[src/inc/fasc_pkg.sv]
// package of register offsets, field positions, reset values and lock-map constants
// assumes an 8-bit special-function-register port and a 16-bit flash address space
package fasc_pkg;
	// ==================================================
	// register offsets on the special-function-register port
	localparam logic [7:0] ADDR_STORE_CTRL = 8'h8F;
	localparam logic [7:0] ADDR_FLASH_CTRL = 8'hB6;
	localparam logic [7:0] ADDR_ACCESS_LIMIT = 8'hB7;
	// ==================================================
	// reset values
	localparam logic [7:0] RST_STORE_CTRL = 8'h00;
	localparam logic [7:0] RST_FLASH_CTRL = 8'h80;
	localparam logic [7:0] RST_ACCESS_LIMIT = 8'h00;
	// ==================================================
	// field positions
	localparam int BIT_STORE_WE = 0;
	localparam int BIT_STORE_EE = 1;
	localparam int BIT_SCRATCH_SEL = 2;
	localparam int BIT_FLASH_WE = 0;
	localparam int BIT_READ_ALWAYS = 6;
	localparam int BIT_ONESHOT_EN = 7;
	localparam logic [7:0] MASK_STORE_CTRL = 8'h07;
	localparam logic [7:0] MASK_FLASH_CTRL = 8'hC1;
	// ==================================================
	// flash map
	localparam logic [15:0] ADDR_READ_LOCK = 16'hFDFF;
	localparam logic [15:0] ADDR_WRITE_LOCK = 16'hFDFE;
	localparam logic [15:0] LOCK_PAGE_BASE = 16'hFC00;
	localparam logic [15:0] SCRATCH_TOP = 16'h007F;
	localparam int BLOCK_SHIFT = 13;
	localparam int PAGE_SHIFT = 9;
	localparam logic [7:0] ERASED_BYTE = 8'hFF;
	localparam logic [7:0] BLOCKED_BYTE = 8'h00;
	// flash operation kinds sent to the cell controller
	localparam logic [1:0] OP_NONE = 2'h0;
	localparam logic [1:0] OP_PROGRAM = 2'h1;
	localparam logic [1:0] OP_PAGE_ERASE = 2'h2;
	localparam logic [1:0] OP_CHIP_ERASE = 2'h3;
endpackage : fasc_pkg

[src/fasc_block_map.sv]
// maps a flash address onto its 8 KB lock block and tests the lock bit
// assumes lock bytes are supplied as levels from the flash control domain
module fasc_block_map (
	input wire logic [15:0] addr,
	input wire logic [7:0] lockByte,
	output logic unlocked
);
	// ==================================================
	// bit n guards the block at n times 0x2000
	always_comb begin
		unlocked = lockByte[addr[15:fasc_pkg::BLOCK_SHIFT]]; // see RQ4
	end
endmodule : fasc_block_map

[src/fasc_flash_access.sv]
// flash access and security control: control registers, software and debug-port gating
// assumes a single-cycle register port, one request per cycle, and a cell controller
// that runs the timed operation and holds opBusy high while it does
// What this block does
// RQ1: a 128-byte scratchpad sector overlays addresses 0x00 to 0x7F when selected.
// RQ2: no instruction fetch may come from the scratchpad sector.
// RQ3: software modifies flash only after write enable, and for erase, erase enable.
// RQ4: lock bytes at 0xFDFF and 0xFDFE; bit n guards the 8 KB block n.
// RQ5: a clear read-lock bit refuses debug-port reads of that block.
// RQ6: a clear write-lock bit refuses debug-port writes and erases of that block; debug erases in the lock page pass regardless.
// RQ7: the scratchpad counts as locked only when all main blocks are locked.
// RQ8: software may program the lock page but never erase it.
// RQ9: lock bits can always be read and cleared to zero.
// RQ10: debug erase at a lock byte erases all; elsewhere in lock page, that page.
// RQ11: read limit is the access limit register in the high byte, zero low.
// RQ12: upper code cannot read, write or erase below the limit; reads return zero.
// RQ13: upper code may still fetch and execute instructions in the lower partition.
// RQ14: code below the limit reads both partitions freely.
// RQ15: access limit register takes only the first write after reset; resets to zero.
// RQ16: with limit zero, every program location is readable.
// RQ17: bit 7 enables the one-shot sense timer, bit 6 forces read mode; bit 7 resets one.
// RQ18: software writes and erases need the flash write enable bit set.
// RQ19: bits 5 to 1 of flash control are written zero and read zero.
// RQ20: with scratchpad select set, software reads and writes go to the scratchpad.
// RQ21: erase enable plus write enable makes a data-move write erase the page.
// RQ22: write enable alone makes a data-move write program one byte.
// RQ23: data-move reads always go to data RAM; flash is read by table reads.
// RQ24: 512-byte pages; erase sets every byte of the page to 0xFF.
// RQ25: the core stalls while a flash write or erase runs.
// RQ26: the partition check uses the executing instruction address.
module fasc_flash_access #(
	parameter int ADDR_W = 16
) (
	input wire logic clk,
	input wire logic sys_rst,
	// special-function-register port
	input wire logic regWrite,
	input wire logic regRead,
	input wire logic [7:0] regAddr,
	input wire logic [7:0] regWdata,
	output logic [7:0] regRdata,
	output logic regHit,
	// processor core
	input wire logic [15:0] execAddr,
	input wire logic fetchReq,
	input wire logic tableReadReq,
	input wire logic dataMoveWrite,
	input wire logic dataMoveRead,
	input wire logic [15:0] cpuAddr,
	input wire logic [7:0] cpuWdata,
	output logic [7:0] cpuRdata,
	output logic cpuRdataValid,
	output logic dataToRam,
	output logic fetchFault,
	output logic cpuStall,
	// debug-port programming path
	input wire logic dbgRead,
	input wire logic dbgWrite,
	input wire logic dbgErase,
	input wire logic [15:0] dbgAddr,
	input wire logic [7:0] dbgWdata,
	output logic [7:0] dbgRdata,
	output logic dbgRdataValid,
	output logic dbgRefused,
	// flash cell controller
	input wire logic [7:0] cellRdata,
	input wire logic [7:0] readLockByte,
	input wire logic [7:0] writeLockByte,
	input wire logic opBusy,
	output logic [1:0] opKind,
	output logic opStart,
	output logic [15:0] opAddr,
	output logic [7:0] opData,
	output logic opScratch,
	output logic senseOneShot,
	output logic senseAlways
);
	// ==================================================
	// elaboration check
	if (ADDR_W != 16) begin : g_bad_width
		$error("fasc_flash_access supports only a 16-bit flash address");
	end
	typedef enum logic [2:0] {
		FASC_IDLE = 3'b001,
		FASC_ISSUE = 3'b010,
		FASC_BUSY = 3'b100
	} fasc_state_e;
	// page test used by software and debug paths
	function automatic logic inLockPage(input logic [15:0] a);
		inLockPage = (a[15:fasc_pkg::PAGE_SHIFT] ==
			fasc_pkg::LOCK_PAGE_BASE[15:fasc_pkg::PAGE_SHIFT]);
	endfunction : inLockPage
	logic [7:0] storeCtrl_r, storeCtrl_nxt, flashCtrl_r, flashCtrl_nxt, limit_r, limit_nxt;
	logic [7:0] regRdata_r, regRdata_nxt, opData_r, opData_nxt, cpuRdata_r, cpuRdata_nxt;
	logic [7:0] dbgRdata_r, dbgRdata_nxt;
	logic limitWritten_r, limitWritten_nxt, regHit_r, regHit_nxt, opScratch_r, opScratch_nxt;
	logic cpuValid_r, cpuValid_nxt, ram_r, ram_nxt, fetchFault_r, fetchFault_nxt;
	logic dbgValid_r, dbgValid_nxt, dbgRefused_r, dbgRefused_nxt, stall_r, stall_nxt;
	fasc_state_e state_r, state_nxt;
	logic [1:0] opKind_r, opKind_nxt;
	logic [15:0] opAddr_r, opAddr_nxt;
	logic cpuPermit, dbgReadOk, dbgWriteOk, dbgScratch, dbgReadPass, dbgWritePass;
	logic storeWe, storeEe, scratchSel, flashWe;
	logic allLocked, lockByteAddr, clearOnly;
	assign storeWe = storeCtrl_r[fasc_pkg::BIT_STORE_WE];
	assign storeEe = storeCtrl_r[fasc_pkg::BIT_STORE_EE];
	assign scratchSel = storeCtrl_r[fasc_pkg::BIT_SCRATCH_SEL];
	assign flashWe = flashCtrl_r[fasc_pkg::BIT_FLASH_WE];
	// scratchpad follows the main array only once every block is locked
	assign allLocked = (readLockByte == 8'h00) && (writeLockByte == 8'h00); // see RQ7
	// debug access to the selected scratchpad obeys the combined lock, not a block bit
	assign dbgScratch = scratchSel && (dbgAddr <= fasc_pkg::SCRATCH_TOP);
	assign dbgReadPass = dbgScratch ? !allLocked : dbgReadOk; // see RQ7
	assign dbgWritePass = dbgScratch ? !allLocked : dbgWriteOk; // see RQ7
	fasc_limit_check u_limit (
		.limitHigh(limit_r),
		.execAddr(execAddr),
		.dataAddr(cpuAddr),
		.permitted(cpuPermit)
	);
	fasc_block_map u_read_map (
		.addr(dbgAddr),
		.lockByte(readLockByte),
		.unlocked(dbgReadOk)
	);
	fasc_block_map u_write_map (
		.addr(dbgAddr),
		.lockByte(writeLockByte),
		.unlocked(dbgWriteOk)
	);
	// ==================================================
	// control registers
	always_comb begin
		storeCtrl_nxt = storeCtrl_r;
		flashCtrl_nxt = flashCtrl_r;
		limit_nxt = limit_r;
		limitWritten_nxt = limitWritten_r;
		regRdata_nxt = 8'h00;
		regHit_nxt = 1'b0;
		if (regWrite && regAddr == fasc_pkg::ADDR_STORE_CTRL) begin
			storeCtrl_nxt = regWdata & fasc_pkg::MASK_STORE_CTRL;
		end else if (regWrite && regAddr == fasc_pkg::ADDR_FLASH_CTRL) begin
			// reserved bits are dropped so they always read zero
			flashCtrl_nxt = regWdata & fasc_pkg::MASK_FLASH_CTRL; // see RQ19 see RQ17
		end else if (regWrite && regAddr == fasc_pkg::ADDR_ACCESS_LIMIT) begin
			if (!limitWritten_r) begin
				limit_nxt = regWdata; // see RQ15
			end
			limitWritten_nxt = 1'b1;
		end
		if (regRead && regAddr == fasc_pkg::ADDR_STORE_CTRL) begin
			regRdata_nxt = storeCtrl_r;
			regHit_nxt = 1'b1;
		end else if (regRead && regAddr == fasc_pkg::ADDR_FLASH_CTRL) begin
			regRdata_nxt = flashCtrl_r;
			regHit_nxt = 1'b1;
		end else if (regRead && regAddr == fasc_pkg::ADDR_ACCESS_LIMIT) begin
			regRdata_nxt = limit_r;
			regHit_nxt = 1'b1;
		end
	end
	always_ff @(posedge clk) begin
		if (sys_rst) begin
			storeCtrl_r <= fasc_pkg::RST_STORE_CTRL;
			flashCtrl_r <= fasc_pkg::RST_FLASH_CTRL;
			limit_r <= fasc_pkg::RST_ACCESS_LIMIT; // see RQ16
			limitWritten_r <= 1'b0;
			regRdata_r <= 8'h00;
			regHit_r <= 1'b0;
		end else begin
			storeCtrl_r <= storeCtrl_nxt;
			flashCtrl_r <= flashCtrl_nxt;
			limit_r <= limit_nxt;
			limitWritten_r <= limitWritten_nxt;
			regRdata_r <= regRdata_nxt;
			regHit_r <= regHit_nxt;
		end
	end
	// ==================================================
	// access arbitration; a running operation blocks every new request
	always_comb begin
		state_nxt = state_r;
		opKind_nxt = opKind_r;
		opAddr_nxt = opAddr_r;
		opData_nxt = opData_r;
		opScratch_nxt = opScratch_r;
		cpuRdata_nxt = 8'h00;
		cpuValid_nxt = 1'b0;
		ram_nxt = 1'b0;
		fetchFault_nxt = 1'b0;
		dbgRdata_nxt = 8'h00;
		dbgValid_nxt = 1'b0;
		dbgRefused_nxt = 1'b0;
		lockByteAddr = (dbgAddr == fasc_pkg::ADDR_READ_LOCK) ||
			(dbgAddr == fasc_pkg::ADDR_WRITE_LOCK);
		// programming only clears bits, so a lock byte write can always add locks
		clearOnly = lockByteAddr && dbgWrite; // see RQ9
		case (state_r)
			FASC_IDLE: begin
				// scratchpad never executes; other fetches are never partition-gated, see RQ13
				fetchFault_nxt = fetchReq && scratchSel && (cpuAddr <= fasc_pkg::SCRATCH_TOP); // see RQ2
				if (dataMoveRead) begin
					ram_nxt = 1'b1; // see RQ23
				end else if (tableReadReq) begin
					cpuValid_nxt = 1'b1;
					// scratchpad read uses opScratch-free path: cell answers per select
					cpuRdata_nxt = cpuPermit ? cellRdata : fasc_pkg::BLOCKED_BYTE; // see RQ12 see RQ20
				end else if (dataMoveWrite) begin
					if (!(storeWe && flashWe)) begin
						ram_nxt = 1'b1; // see RQ3 see RQ18
					end else if (cpuPermit && !(storeEe && inLockPage(cpuAddr) && !scratchSel)) begin
						opKind_nxt = storeEe ? fasc_pkg::OP_PAGE_ERASE : fasc_pkg::OP_PROGRAM; // see RQ21 see RQ22 see RQ24
						opAddr_nxt = cpuAddr;
						opData_nxt = cpuWdata;
						opScratch_nxt = scratchSel; // see RQ1 see RQ20
						state_nxt = FASC_ISSUE;
					end
					// lock page erase and writes below the limit are silently dropped; see RQ8 see RQ12
				end else if (dbgRead) begin
					dbgValid_nxt = 1'b1;
					// lock bytes stay readable; locked blocks read as undefined, here 0xFF
					if (dbgReadPass || lockByteAddr) begin // see RQ5 see RQ9
						dbgRdata_nxt = cellRdata;
					end else begin
						dbgRdata_nxt = fasc_pkg::ERASED_BYTE;
						dbgRefused_nxt = 1'b1;
					end
				end else if (dbgErase && lockByteAddr) begin
					opKind_nxt = fasc_pkg::OP_CHIP_ERASE; // see RQ10
					opAddr_nxt = dbgAddr;
					opScratch_nxt = 1'b0;
					state_nxt = FASC_ISSUE;
				end else if (dbgErase && (inLockPage(dbgAddr) || dbgWritePass)) begin
					opKind_nxt = fasc_pkg::OP_PAGE_ERASE; // see RQ10 see RQ6
					opAddr_nxt = dbgAddr;
					opScratch_nxt = dbgScratch; // see RQ7
					state_nxt = FASC_ISSUE;
				end else if (dbgWrite && (dbgWritePass || clearOnly)) begin
					opKind_nxt = fasc_pkg::OP_PROGRAM; // see RQ6
					opAddr_nxt = dbgAddr;
					opData_nxt = dbgWdata;
					opScratch_nxt = dbgScratch; // see RQ7
					state_nxt = FASC_ISSUE;
				end else if (dbgWrite || dbgErase) begin
					dbgRefused_nxt = 1'b1;
				end
			end
			FASC_ISSUE: state_nxt = FASC_BUSY;
			FASC_BUSY: begin
				if (!opBusy) begin
					opKind_nxt = fasc_pkg::OP_NONE;
					state_nxt = FASC_IDLE;
				end
			end
			default: state_nxt = FASC_IDLE;
		endcase
		stall_nxt = (state_nxt != FASC_IDLE); // registered so the stall output is a flop
	end
	always_ff @(posedge clk) begin
		if (sys_rst) begin
			state_r <= FASC_IDLE;
			stall_r <= 1'b0;
			opKind_r <= fasc_pkg::OP_NONE;
			opAddr_r <= 16'h0000;
			opData_r <= 8'h00;
			opScratch_r <= 1'b0;
			cpuRdata_r <= 8'h00;
			cpuValid_r <= 1'b0;
			ram_r <= 1'b0;
			fetchFault_r <= 1'b0;
			dbgRdata_r <= 8'h00;
			dbgValid_r <= 1'b0;
			dbgRefused_r <= 1'b0;
		end else begin
			state_r <= state_nxt;
			stall_r <= stall_nxt;
			opKind_r <= opKind_nxt;
			opAddr_r <= opAddr_nxt;
			opData_r <= opData_nxt;
			opScratch_r <= opScratch_nxt;
			cpuRdata_r <= cpuRdata_nxt;
			cpuValid_r <= cpuValid_nxt;
			ram_r <= ram_nxt;
			fetchFault_r <= fetchFault_nxt;
			dbgRdata_r <= dbgRdata_nxt;
			dbgValid_r <= dbgValid_nxt;
			dbgRefused_r <= dbgRefused_nxt;
		end
	end
	// ==================================================
	// outputs, all from flip-flops
	assign regRdata = regRdata_r;
	assign regHit = regHit_r;
	assign cpuRdata = cpuRdata_r;
	assign cpuRdataValid = cpuValid_r;
	assign dataToRam = ram_r;
	assign fetchFault = fetchFault_r;
	assign cpuStall = stall_r; // see RQ25
	assign dbgRdata = dbgRdata_r;
	assign dbgRdataValid = dbgValid_r;
	assign dbgRefused = dbgRefused_r;
	assign opKind = opKind_r;
	assign opStart = state_r[1]; // issue bit of the one-hot state
	assign opAddr = opAddr_r;
	assign opData = opData_r;
	assign opScratch = opScratch_r;
	assign senseOneShot = flashCtrl_r[fasc_pkg::BIT_ONESHOT_EN]; // see RQ17
	assign senseAlways = flashCtrl_r[fasc_pkg::BIT_READ_ALWAYS];
	// ==================================================
	// checks
	a_limit_once: assert property (@(posedge clk) disable iff (sys_rst)
		limitWritten_r |=> $stable(limit_r)) // see RQ15
		else $error("access limit changed after its first write");
	a_store_gate: assert property (@(posedge clk) disable iff (sys_rst)
		(state_r == FASC_IDLE && dataMoveWrite && !dataMoveRead && !tableReadReq && !flashWe)
		|=> state_r == FASC_IDLE) // see RQ18
		else $error("flash operation started without write enable");
	a_blocked_zero: assert property (@(posedge clk) disable iff (sys_rst)
		(state_r == FASC_IDLE && tableReadReq && !dataMoveRead && !cpuPermit)
		|=> cpuRdataValid && cpuRdata == 8'h00) // see RQ12
		else $error("read below limit not returned as zero");
	a_stall_op: assert property (@(posedge clk) disable iff (sys_rst)
		opStart |=> cpuStall) // see RQ25
		else $error("core not stalled during flash operation");
	a_reserved_zero: assert property (@(posedge clk) disable iff (sys_rst)
		flashCtrl_r[5:1] == 5'h00) // see RQ19
		else $error("reserved flash control bits not zero");
	a_ram_read: assert property (@(posedge clk) disable iff (sys_rst)
		(state_r == FASC_IDLE && dataMoveRead) |=> dataToRam && !cpuRdataValid) // see RQ23
		else $error("data-move read reached flash");
	a_issue_seq: assert property (@(posedge clk) disable iff (sys_rst)
		opStart |=> !opStart ##0 state_r == FASC_BUSY) // see RQ25
		else $error("operation start not a single pulse");
	a_dbg_lock: assert property (@(posedge clk) disable iff (sys_rst)
		(state_r == FASC_IDLE && dbgRead && !dataMoveRead && !tableReadReq && !dataMoveWrite
		&& !dbgReadPass && !lockByteAddr) |=> dbgRefused) // see RQ5
		else $error("read-locked debug read not refused");
endmodule : fasc_flash_access

[src/fasc_limit_check.sv]
// partition check of a data access against the software read limit
// assumes the caller supplies the address of the currently executing instruction
module fasc_limit_check (
	input wire logic [7:0] limitHigh,
	input wire logic [15:0] execAddr,
	input wire logic [15:0] dataAddr,
	output logic permitted
);
	logic [15:0] readLimit;
	// ==================================================
	// limit is the register in the high byte, zero low
	always_comb begin
		readLimit = {limitHigh, 8'h00}; // see RQ11 see RQ16
		// lower code sees all; upper code sees only the upper partition
		permitted = (execAddr < readLimit) || (dataAddr >= readLimit); // see RQ26 see RQ14
	end
endmodule : fasc_limit_check

[config.mk]
export PLATFORM = sky130hd
export DESIGN_NAME = fasc_flash_access
export DESIGN_NICKNAME = d
export VERILOG_FILES = /design/src/inc/fasc_pkg.sv /design/src/fasc_block_map.sv /design/src/fasc_flash_access.sv /design/src/fasc_limit_check.sv
export SDC_FILE = /design/constraint.sdc
export NUM_CORES = 1
export LEC_CHECK = 0
export ABC_CLOCK_PERIOD_IN_PS = 1900
export BUFFER_PORTS_ARGS = -buffer_cell sky130_fd_sc_hd__clkbuf_2
export CAP_MARGIN = 5
export CORE_ASPECT_RATIO = 1.2
export CORE_UTILIZATION = 42
export DETAILED_ROUTE_END_ITERATION = 8
export PLACE_DENSITY_LB_ADDON = 0.15
export SYNTH_ARGS = -nofsm -noshare
export SYNTH_HDL_FRONTEND = slang
export SYNTH_SLANG_ARGS = --single-unit
export TNS_END_PERCENT = 30
[constraint.sdc]
create_clock -name clk -period 1.9 [get_ports clk]
set_input_delay 0.19 -clock clk [delete_from_list [all_inputs] [get_ports clk]]
set_output_delay 0.19 -clock clk [all_outputs]
set_load 0.1 [all_outputs]
==> flow_summary.yaml, run 1 <==
cts:
  cts_made_buffers: 9
  clock_sinks: 76
  clk_path_buf_depth: 2
  path_clk_slew_ns: 0.09
  cts_tree: "done"
  htreeDepth: 3
  cts_root_buf: "clkbuf_8"
  cts_hold_buf: 0
  insertion_delay_ns: 0.36
place:
  io_buffers: 168
  gp_congestion: 0.926
  numPlacedInstances: 727
  hpwlAfterDp_mm: 8.60
synthesis:
  yosysTopAreaCellShare_pct: 40.9
  synth_top_family_by_area: "simple AND/OR/NAND/NOR gates"
  syn_nets: 527
  yosysMostFrequentCell: "dfxtp_1"
  synth.top_cells.by_area: "dfxtp_1, mux2i_1, a211oi_2"
  syn_inst: 396
  yosys-mux-area-fraction_pct: 10.2
  async_reset_ff_share_pct: 0
  synth_area_leader_cell: "dfxtp_1"
  yosys.area_share.simple_pct: 20.0
  synth_common_cells: "dfxtp_1, nand2_1, nor2_1"
  synth-seq-area-share_pct: 40.9
  yosys_warnings: 0
  ys_seq_elements: 76
  synth_cell_types: 52
  synth_edf_count: 0
  ys.flop_type: "dfxtp_1"
  syn-cell-area_mm2: 0.00372
  synth_compound_area_share_pct: 19.4
  synth_adder_area_share_pct: 5.05
  synth_xor_xnor_area_share_pct: 0
  avgSynthCellArea_um2: 9.39
global_route:
  antenna_found_initial: 0
  globalRouteTotalUtil_pct: 24.6
  grt_pass1_wl_mm: 17.7
  grt_max_degree: 48
  overflow: 0
  grt_pass1_vias: 3842
min_path:
  worstHoldPathType: "in -> reg"
  hold_depth: 3
  whs_endpoint: "limit_r[5]$_SDFFE_PP0P_"
  min_from: "regWdata[5]"
final_layout:
  area_growth_pct: 53.4
  layout.cells.non_filler: 753
  num_antenna_cells: 0
  nets: 762
  drive_gt1_share_pct: 50.8
  seqCellArea_mm2: 0.00153
  multi_input_area_mm2: 0.00225
  post-route-util_pct: 66.6
  fillers: 709
route:
  vias_per_cell: 5.21
  ant_nets: 0
  first_iter_violations: 184
  wl_mm: 11.4
  avgRoutedWirePerCell_um: 15.1
  dr_total_vias: 3926
  dr.pass1.iters: 4
  drc: 0
critical_path:
  r2r_cells: 10
  cp_max_fo: 8
  rr_endpoint: "opKind[1]$_SDFFE_PP0P_"
  cpMostUsedCell: "o31a_1"
  slowest_delay_ns: 0.43
  path_delay_family: "compound AO/OA/AOI/OAI gates"
  path_buf_inv: 3
  crit_required_ns: 2.16
  path_cells: "buf_4, nand3b_1, o31ai_1, a2111oi_2, o31a_1, o31a_1, buf_6, buf_12, nor2_4, a31o_1"
  crit_path_end_kind: "flop"
  worstSetupStartpoint: "storeCtrl_r[2]$_SDFFE_PP0P_"
  arrival_ns: 2.49
  crit_type: "reg -> reg"
  rrSetupSlack_ns: -0.33
  cpMaxStageDelayCell: "a2111oi_2"
  critPathLaunchType: "flop"
  timing.rr.start: "storeCtrl_r[2]$_SDFFE_PP0P_"
sta:
  fin_skew_ns: 0.0133
  finalSetupViolCount: 39
  finalSetupTns_ns: -8.74
  fmax_ghz: 0.449
  hold_ws_ns: 0.0407
  layout_setup_ws_ns: -0.329
  slew_violations: 0
  hold_viol_final: 0
  rsz0062_at_grt: "yes"
  fin_crit_sh_pct: 117
  tightest_slew_ns: 0.636
  fin_crit_ns: 2.23
  slew_headroom_pct: 57.6
power_and_ir_drop:
  power_mw: 3.84
  cellPowerDensity_mw_per_mm2: 673
  leakage_nw: 2.62
  ir_drop_v: 0.000377
die:
  start_util_pct: 43.4
  rows: 37
  coreArea_mm2: 0.00856
  die_y_um: 105
  die_area_mm2: 0.00924
  die_w_um: 87.9
  io_pins: 177
run:
  cap_violations: 0
run_status:
  violations: "setup timing"
  status: "finished, violations left"
cells in the final DEF (no fill, tap or decap), types with 11 or more instances in the layout:
cell type and count:
a211oi_2 17, inv_1 11, nand2_1 35, a21oi_1 25, clkbuf_2 168, mux2i_1 30, dfxtp_1 70, buf_4 66
nor2_1 28, nor4_1 11, o21a_1 11
where the power goes:
part	internal [mW]	switching (mW)
combinational	0.296	0.479
clock	0.761	0.671
sequential	1.62	0.0129
total	2.68	1.16
final cells by class:
cell class                 instances  area share [%]
timing repair buffer             244            26.2
sequential                        76            26.8
clock inverter                     7            1.80
clock buffer                       9            2.17
multi-input combinational        285            39.5
inverter                          15            1.03
tap                              117            2.57
worst reg2reg max path: stages, from the launching register on:
cell,delay (ns)
dfxtp_1,0.40
buf_4,0.15
nand3b_1,0.10
o31ai_1,0.10
a2111oi_2,0.43
o31a_1,0.23
o31a_1,0.25
buf_6,0.15
buf_12,0.12
nor2_4,0.03
a31o_1,0.17
sequential cells by signal, indices dropped and copies added, names as in the netlist, 8 cells and up:
signal and count:
regRdata 8, opAddr 16, opData 8, cpuRdata 8, dbgRdata 8, limit_r 8
layer usage:
layer,global-route usage [%],part of all wire (%),vias to the layer above
li1,-,-,1929
met1,29.7,43,1834
met2,42.1,49,142
met3,5.21,6.0,21
met4,9.13,2.2,0
met5,0,0,-
logic make-up (layout without fill, tap and decap cells):
kind of cell,Yosys count,after routing
and+or+nand+nor,143,143
buffers and inverters,35,275
AOI/OAI and AO/OA,93,93
adders and majority gates,15,15
DFF,76,76
muxes,34,34
per-stage QoR:
stage | worst slack (ns) | instance area (µm²)
2_1_floorplan | -0.152 | 3790
3_3_place_gp | -0.524 | 5170
3_5_place_dp | -0.486 | 5170
4_1_cts | -0.263 | 5570
5_1_grt | -0.420 | 5710
6_report | -0.329 | 5710
worst max path at each step:
stage / to / depth (start not counted)
floorplan: opKind[0]$_SDFFE_PP0P_ / 10
global placement: cpuRdata[7]$_SDFF_PP0_ / 9
detailed placement: cpuRdata[4]$_SDFF_PP0_ / 9
CTS: opKind[1]$_SDFFE_PP0P_ / 10
global route: opKind[1]$_SDFFE_PP0P_ / 11
finish: opKind[1]$_SDFFE_PP0P_ / 10
repair_timing:
| item | CTS | global route |
|---|---|---|
| setup buffers | 4 | 5 |
| setup endpoints to repair | 39 | 39 |
| cloned | 1 | 1 |
| gates resized for setup | 22 | 25 |
| pin swaps | 11 | 27 |
Note: power is estimated with default switching activity, not from simulation.
==> run 2, diff against run 1 <==
Settings changed: ABC_CLOCK_PERIOD_IN_PS 1900 to 2400, CORE_UTILIZATION 42 to 47.
Clock period 1.9 ns to 2.4 ns, I/O delays scaled along.
==> run 2 against run 1 <==
The run now ends clean; sequential power shrank 21%; final cell count fell by 10%; via count decreased by 6.9%; global-route usage decreased by 0.38 points; critical path depth decreased by 1; utilization fell by 0.59 points; highest routed layer unchanged.
==> flow_summary.yaml, run 2 (synthesis gave the netlist of run 1 again) <==
global_route:
  grt_pass1_vias: 3385
  use_met1_pct: 29.2
  antenna_found_initial: 0
  met2_usage_pct: 41.7
  grt_util_met3_pct: 6.72
  grt_pass1_wl_mm: 16.1
  grt_max_degree: 33
  globalRouteTotalUtil_pct: 24.3
  overflow: 0
  grt.busiest_layer: "met2"
sta:
  finalSetupViolCount: 0
  hold_viol_final: 0
  fmax_ghz: 0.426
  slew_headroom_pct: 62.6
  slew_violations: 0
  fin_skew_ns: 0.0139
  hold_ws_ns: 0.0872
  fin_crit_sh_pct: 97.8
  fin_crit_ns: 2.35
  tightest_slew_ns: 0.558
die:
  start_util_pct: 48.5
  die_area_mm2: 0.00828
  die_w_um: 83.2
  io_pins: 177
  rows: 35
  die_y_um: 99.5
  coreArea_mm2: 0.00766
final_layout:
  drive_gt1_share_pct: 42.1
  fillers: 650
  area_growth_pct: 36.1
  num_antenna_cells: 0
  final_cell_mix: "clkbuf_2, dfxtp_1, nand2_1"
  final_common_cell: "clkbuf_2"
  largest_reg_flops: 16
  nets: 710
cts:
  clk_path_buf_depth: 2
  htreeDepth: 3
  path_clk_slew_ns: 0.08
  cts_tree: "done"
  insertion_delay_ns: 0.36
  cts_root_buf: "clkbuf_8"
  clock_sinks: 76
  cts_made_buffers: 9
critical_path:
  path_buf_inv: 3
  slowest_delay_ns: 0.44
  cp_max_fo: 14
  r2r_cells: 9
  arrival_ns: 2.62
  crit_required_ns: 2.68
  path_delay_family: "compound AO/OA/AOI/OAI gates"
  crit_path_end_kind: "flop"
  critPathLaunchType: "flop"
  cpMostUsedCell: "buf_4"
  path_cells: "nor4b_2, nand3_1, and3_1, o21a_1, o31a_1, buf_4, buf_4, clkbuf_16, a211oi_2"
  crit_type: "reg -> reg"
  cp.depth: 9
  rrSetupSlack_ns: 0.05
  cpMaxStageDelayCell: "dfxtp_1"
power_and_ir_drop:
  ir_drop_v: 0.000514
  power_mw: 2.88
  leakage_nw: 2.29
  cellPowerDensity_mw_per_mm2: 568
route:
  drc: 0
  wl_mm: 10.5
  dr_total_vias: 3656
  avgRoutedWirePerCell_um: 15.5
  dr.pass1.iters: 4
  first_iter_violations: 158
  vias_per_cell: 5.41
  ant_nets: 0
place:
  io_buffers: 168
  gp_congestion: 0.920
  hpwlAfterDp_mm: 7.94
run:
  cap_violations: 0
min_path:
  worstHoldPathType: "in -> reg"
  hold_depth: 3
run_status:
  status: "finished clean"
## run 2: area by class of cell
cell class                 instances  area, µm²  area share, %
tap                               92        115           2.27
sequential                        76       1530           30.2
clock buffer                      10        138           2.72
multi-input combinational        285       2090           41.2
timing repair buffer             192       1070           21.1
clock inverter                     6       71.3           1.41
inverter                          15       56.3           1.11
## run 2: routing by layer
| layer | part of all wire [%] | wire (µm) |
|---|---|---|
| met1 | 42 | 4410 |
| met2 | 48 | 5020 |
| met3 | 7.2 | 753 |
| met4 | 2.6 | 276 |
| met5 | 0 | 0 |
## run 2: power by group
| group | switching, mW | leakage [nW] | total [mW] | internal [mW] |
|---|---|---|---|---|
| combinational | 0.356 | 1.57 | 0.542 | 0.186 |
| sequential | 0.00941 | 0.617 | 1.29 | 1.28 |
| clock | 0.523 | 0.105 | 1.04 | 0.520 |
## run 2: what timing repair did
action / 4_1_cts / 5_1_grt
setup endpoints to repair: 0 / 23
hold buffers: 0 / 0
resized for setup: 0 / 15
setup buffers: 0 / 7
## run 2: final timing paths
| kind | from | endpoint |
|---|---|---|
| setup / recovery | storeCtrl_r[2]$_SDFFE_PP0P_ | opAddr[4]$_SDFFE_PP0P_ |
| hold / removal | fetchReq | fetchFault$_SDFF_PP0_ |
| setup reg to reg | storeCtrl_r[2]$_SDFFE_PP0P_ | opAddr[4]$_SDFFE_PP0P_ |
| hold reg to reg | limit_r[3]$_SDFFE_PP0P_ | limit_r[3]$_SDFFE_PP0P_ |
## run 2: stage by stage
step	instances	utilization [%]	setup TNS (ns)	instance area, µm²	setup WS, ns
floorplan	396	-	0	3720	0.177
global placement	651	61.4	0	4700	0.0699
detailed placement	651	61.4	0	4700	0.0432
CTS	667	64.1	0	4910	0.0120
global route	676	66.0	-0.109	5060	-0.0582
finish	676	66.0	0	5060	0.0527
## run 2: worst min-delay path, delay by kind of cell
family	cells	cell delay, ns
and+or+nand+nor	2	0.09
buffers and inverters	1	0.08
==> run 3, diff against run 2 <==
Settings changed: ABC_AREA from default to 1, REMOVE_ABC_BUFFERS from default to 1.
==> run 3 against run 2 <==
The flow now finishes with violations (DRC); global-route usage fell by 0.61 points; register-to-register slack improved by 0.17 ns; synthesized area rose by 2.2%; combinational power fell by 0.7%; sequential power barely moved; first-iteration DRC count rose by 7.6%; maximum frequency rose by 7.8%; sequential share of layout area rose by 0.31 points; power rose by 4.3%; flip-flop and latch count did not move; clock-buffer cell count did not move; largest power group unchanged; highest routed layer unchanged.
==> flow_summary.yaml, run 3 <==
run_status:
  status: "finished, violations left"
  violations: "DRC"
global_route:
  grt_pass1_vias: 3748
  grt_pass1_wl_mm: 16.0
  globalRouteTotalUtil_pct: 23.7
  antenna_found_initial: 0
  grt_max_degree: 26
  overflow: 0
power_and_ir_drop:
  power_mw: 3.00
  cellPowerDensity_mw_per_mm2: 601
  switchingPower_mw: 0.864
  seqPwrFrac_pct: 43.2
  netSwitchingFraction_pct: 28.8
  leakage_nw: 2.60
  power_frac_comb_pct: 17.9
  ir_drop_v: 0.000349
  p_clk_share_pct: 38.9
  intPower_mw: 2.13
synthesis:
  synth.top_cells.by_area: "dfxtp_1, nand2_1, nor2_1"
  synth_edf_count: 0
  synth-seq-area-share_pct: 40.0
  ys.flop_type: "dfxtp_1"
  yosysTopAreaCellShare_pct: 40.0
  avgSynthCellArea_um2: 6.73
  yosys_warnings: 0
  syn-cell-area_mm2: 0.00380
  async_reset_ff_share_pct: 0
  yosysMostFrequentCell: "nand2_1"
  syn_inst: 565
  ys_seq_elements: 76
  synth_area_leader_cell: "dfxtp_1"
  synth_cell_types: 32
  synth_common_cells: "nand2_1, nor2_1, dfxtp_1"
place:
  gp_congestion: 0.901
  placed_area_mm2: 0.00472
  numPlacedInstances: 816
  io_buffers: 168
  hpwlAfterDp_mm: 7.89
  place_ws_ns: 0.0758
sta:
  slew_violations: 0
  slew_headroom_pct: 62.0
  layout_setup_ws_ns: 0.223
  hold_viol_final: 0
  finalSetupViolCount: 0
  fin_skew_ns: 0.0114
  tightest_slew_ns: 0.569
  fin_crit_sh_pct: 90.7
  fmax_ghz: 0.459
  finalSetupTns_ns: 0
  fin_crit_ns: 2.18
cts:
  insertion_delay_ns: 0.35
  cts_root_buf: "clkbuf_8"
  cts_made_buffers: 9
  clk_path_buf_depth: 2
  cts_tree: "done"
  cts_hold_buf: 0
  clock_sinks: 76
  path_clk_slew_ns: 0.08
  htreeDepth: 3
route:
  dr_total_vias: 4121
  dr.pass1.iters: 6
  vias_per_cell: 4.94
  ant_nets: 0
  first_iter_violations: 170
  avgRoutedWirePerCell_um: 12.1
  wl_mm: 10.1
  drc: 26
critical_path:
  rr_endpoint: "opData[3]$_SDFFE_PP0P_"
  cp_max_fo: 8
  slowest_delay_ns: 0.34
  rrSetupSlack_ns: 0.22
  crit_type: "reg -> reg"
  critPathLaunchType: "flop"
  arrival_ns: 2.42
  cpMaxStageDelayCell: "dfxtp_1"
  path_delay_family: "simple AND/OR/NAND/NOR gates"
  timing.rr.start: "limit_r[7]$_SDFFE_PP0P_"
  crit_required_ns: 2.64
  r2r_cells: 15
  crit_path_end_kind: "flop"
  path_buf_inv: 2
  path_cells: "inv_1, ha_1, nand2_1, nor2_2, nand4_1, nor2_1, nor2_1, nand2_1, nand2_1, nand2_2, nand2_1, nor2_4, clkinvlp_4, nor2_1, nor2_1"
final_layout:
  layout.cells.non_filler: 834
  num_antenna_cells: 0
  area_growth_pct: 31.3
  final_common_cell: "nand2_1"
  largest_reg_flops: 16
  drive_gt1_share_pct: 28.4
  final_cell_mix: "nand2_1, clkbuf_2, nor2_1"
  final_area_mm2: 0.00499
  nets: 868
min_path:
  whs_endpoint: "cpuRdataValid$_SDFF_PP0_"
  worstHoldPathType: "in -> reg"
  min_from: "dataMoveRead"
  hold_depth: 2
die:
  io_pins: 177
  rows: 35
  start_util_pct: 49.0
  die_w_um: 84.1
  die_area_mm2: 0.00845
  die_y_um: 100
  coreArea_mm2: 0.00775
run:
  cap_violations: 0
## run 3: worst max-delay path by stage
stage                     cells past startpoint  slack (ns)                     from                     end
after floorplan                               9        0.40    state_r[1]$_SDFF_PP0_   dbgRefused$_SDFF_PP0_
after global placement                       15        0.20  limit_r[7]$_SDFFE_PP0P_  opData[1]$_SDFFE_PP0P_
after detailed placement                     15        0.08  limit_r[7]$_SDFFE_PP0P_  opData[7]$_SDFFE_PP0P_
after CTS                                    15        0.06  limit_r[7]$_SDFFE_PP0P_  opData[5]$_SDFFE_PP0P_
after global routing                         15     -0.0001  limit_r[7]$_SDFFE_PP0P_  opData[6]$_SDFFE_PP0P_
final                                        15        0.22  limit_r[7]$_SDFFE_PP0P_  opData[3]$_SDFFE_PP0P_
## run 3: metal layers
metal	GRT usage (%)	up-vias	part of all wire (%)
met1	26.3	1828	42
met2	43.9	131	51
li1	-	2145	-
met5	0	-	0
met4	9.55	0	1.4
met3	5.08	17	5.7
## run 3: kinds of logic (layout without fill, tap and decap cells)
group | count (synthesis) | after routing | share of synthesized area, %
buffers and inverters | 85 | 262 | 9.09
AOI/OAI and AO/OA | 91 | 91 | 13.5
DFF | 76 | 76 | 40.0
and+or+nand+nor | 298 | 298 | 32.5
adders and majority gates | 15 | 15 | 4.94
## run 3: power by group through the flow
| stage | registers [mW] | clock network [mW] | logic (mW) |
|---|---|---|---|
| floorplan | 1.49 | 0 | 0.173 |
| global placement | 1.32 | 0 | 0.526 |
| detailed placement | 1.32 | 0 | 0.534 |
| CTS | 1.29 | 1.19 | 0.536 |
| global route | 1.30 | 1.24 | 0.590 |
| finish | 1.29 | 1.17 | 0.538 |
## run 3: timing repair
item,CTS,global route
gates resized for setup,0,4
setup buffers,0,2
endpoints found under the setup margin,0,8
## run 3: layout make-up
type | instances | area, µm²
Tap cell | 92 | 115
Inverter | 70 | 272
Clock buffer | 10 | 128
Multi-Input combinational cell | 404 | 1940
Timing Repair Buffer | 176 | 901
Sequential cell | 76 | 1520
Fill cell | 732 | 2760
Clock inverter | 6 | 111
## run 3: per-stage QoR
| step | util [%] | hold WS, ns |
|---|---|---|
| finish | 64.4 | 0.106 |
| global route | 64.4 | 0.0963 |
| CTS | 64.0 | 0.0945 |
| detailed placement | 60.9 | 0.456 |
| global placement | 60.9 | 0.450 |
| floorplan | - | 0.309 |
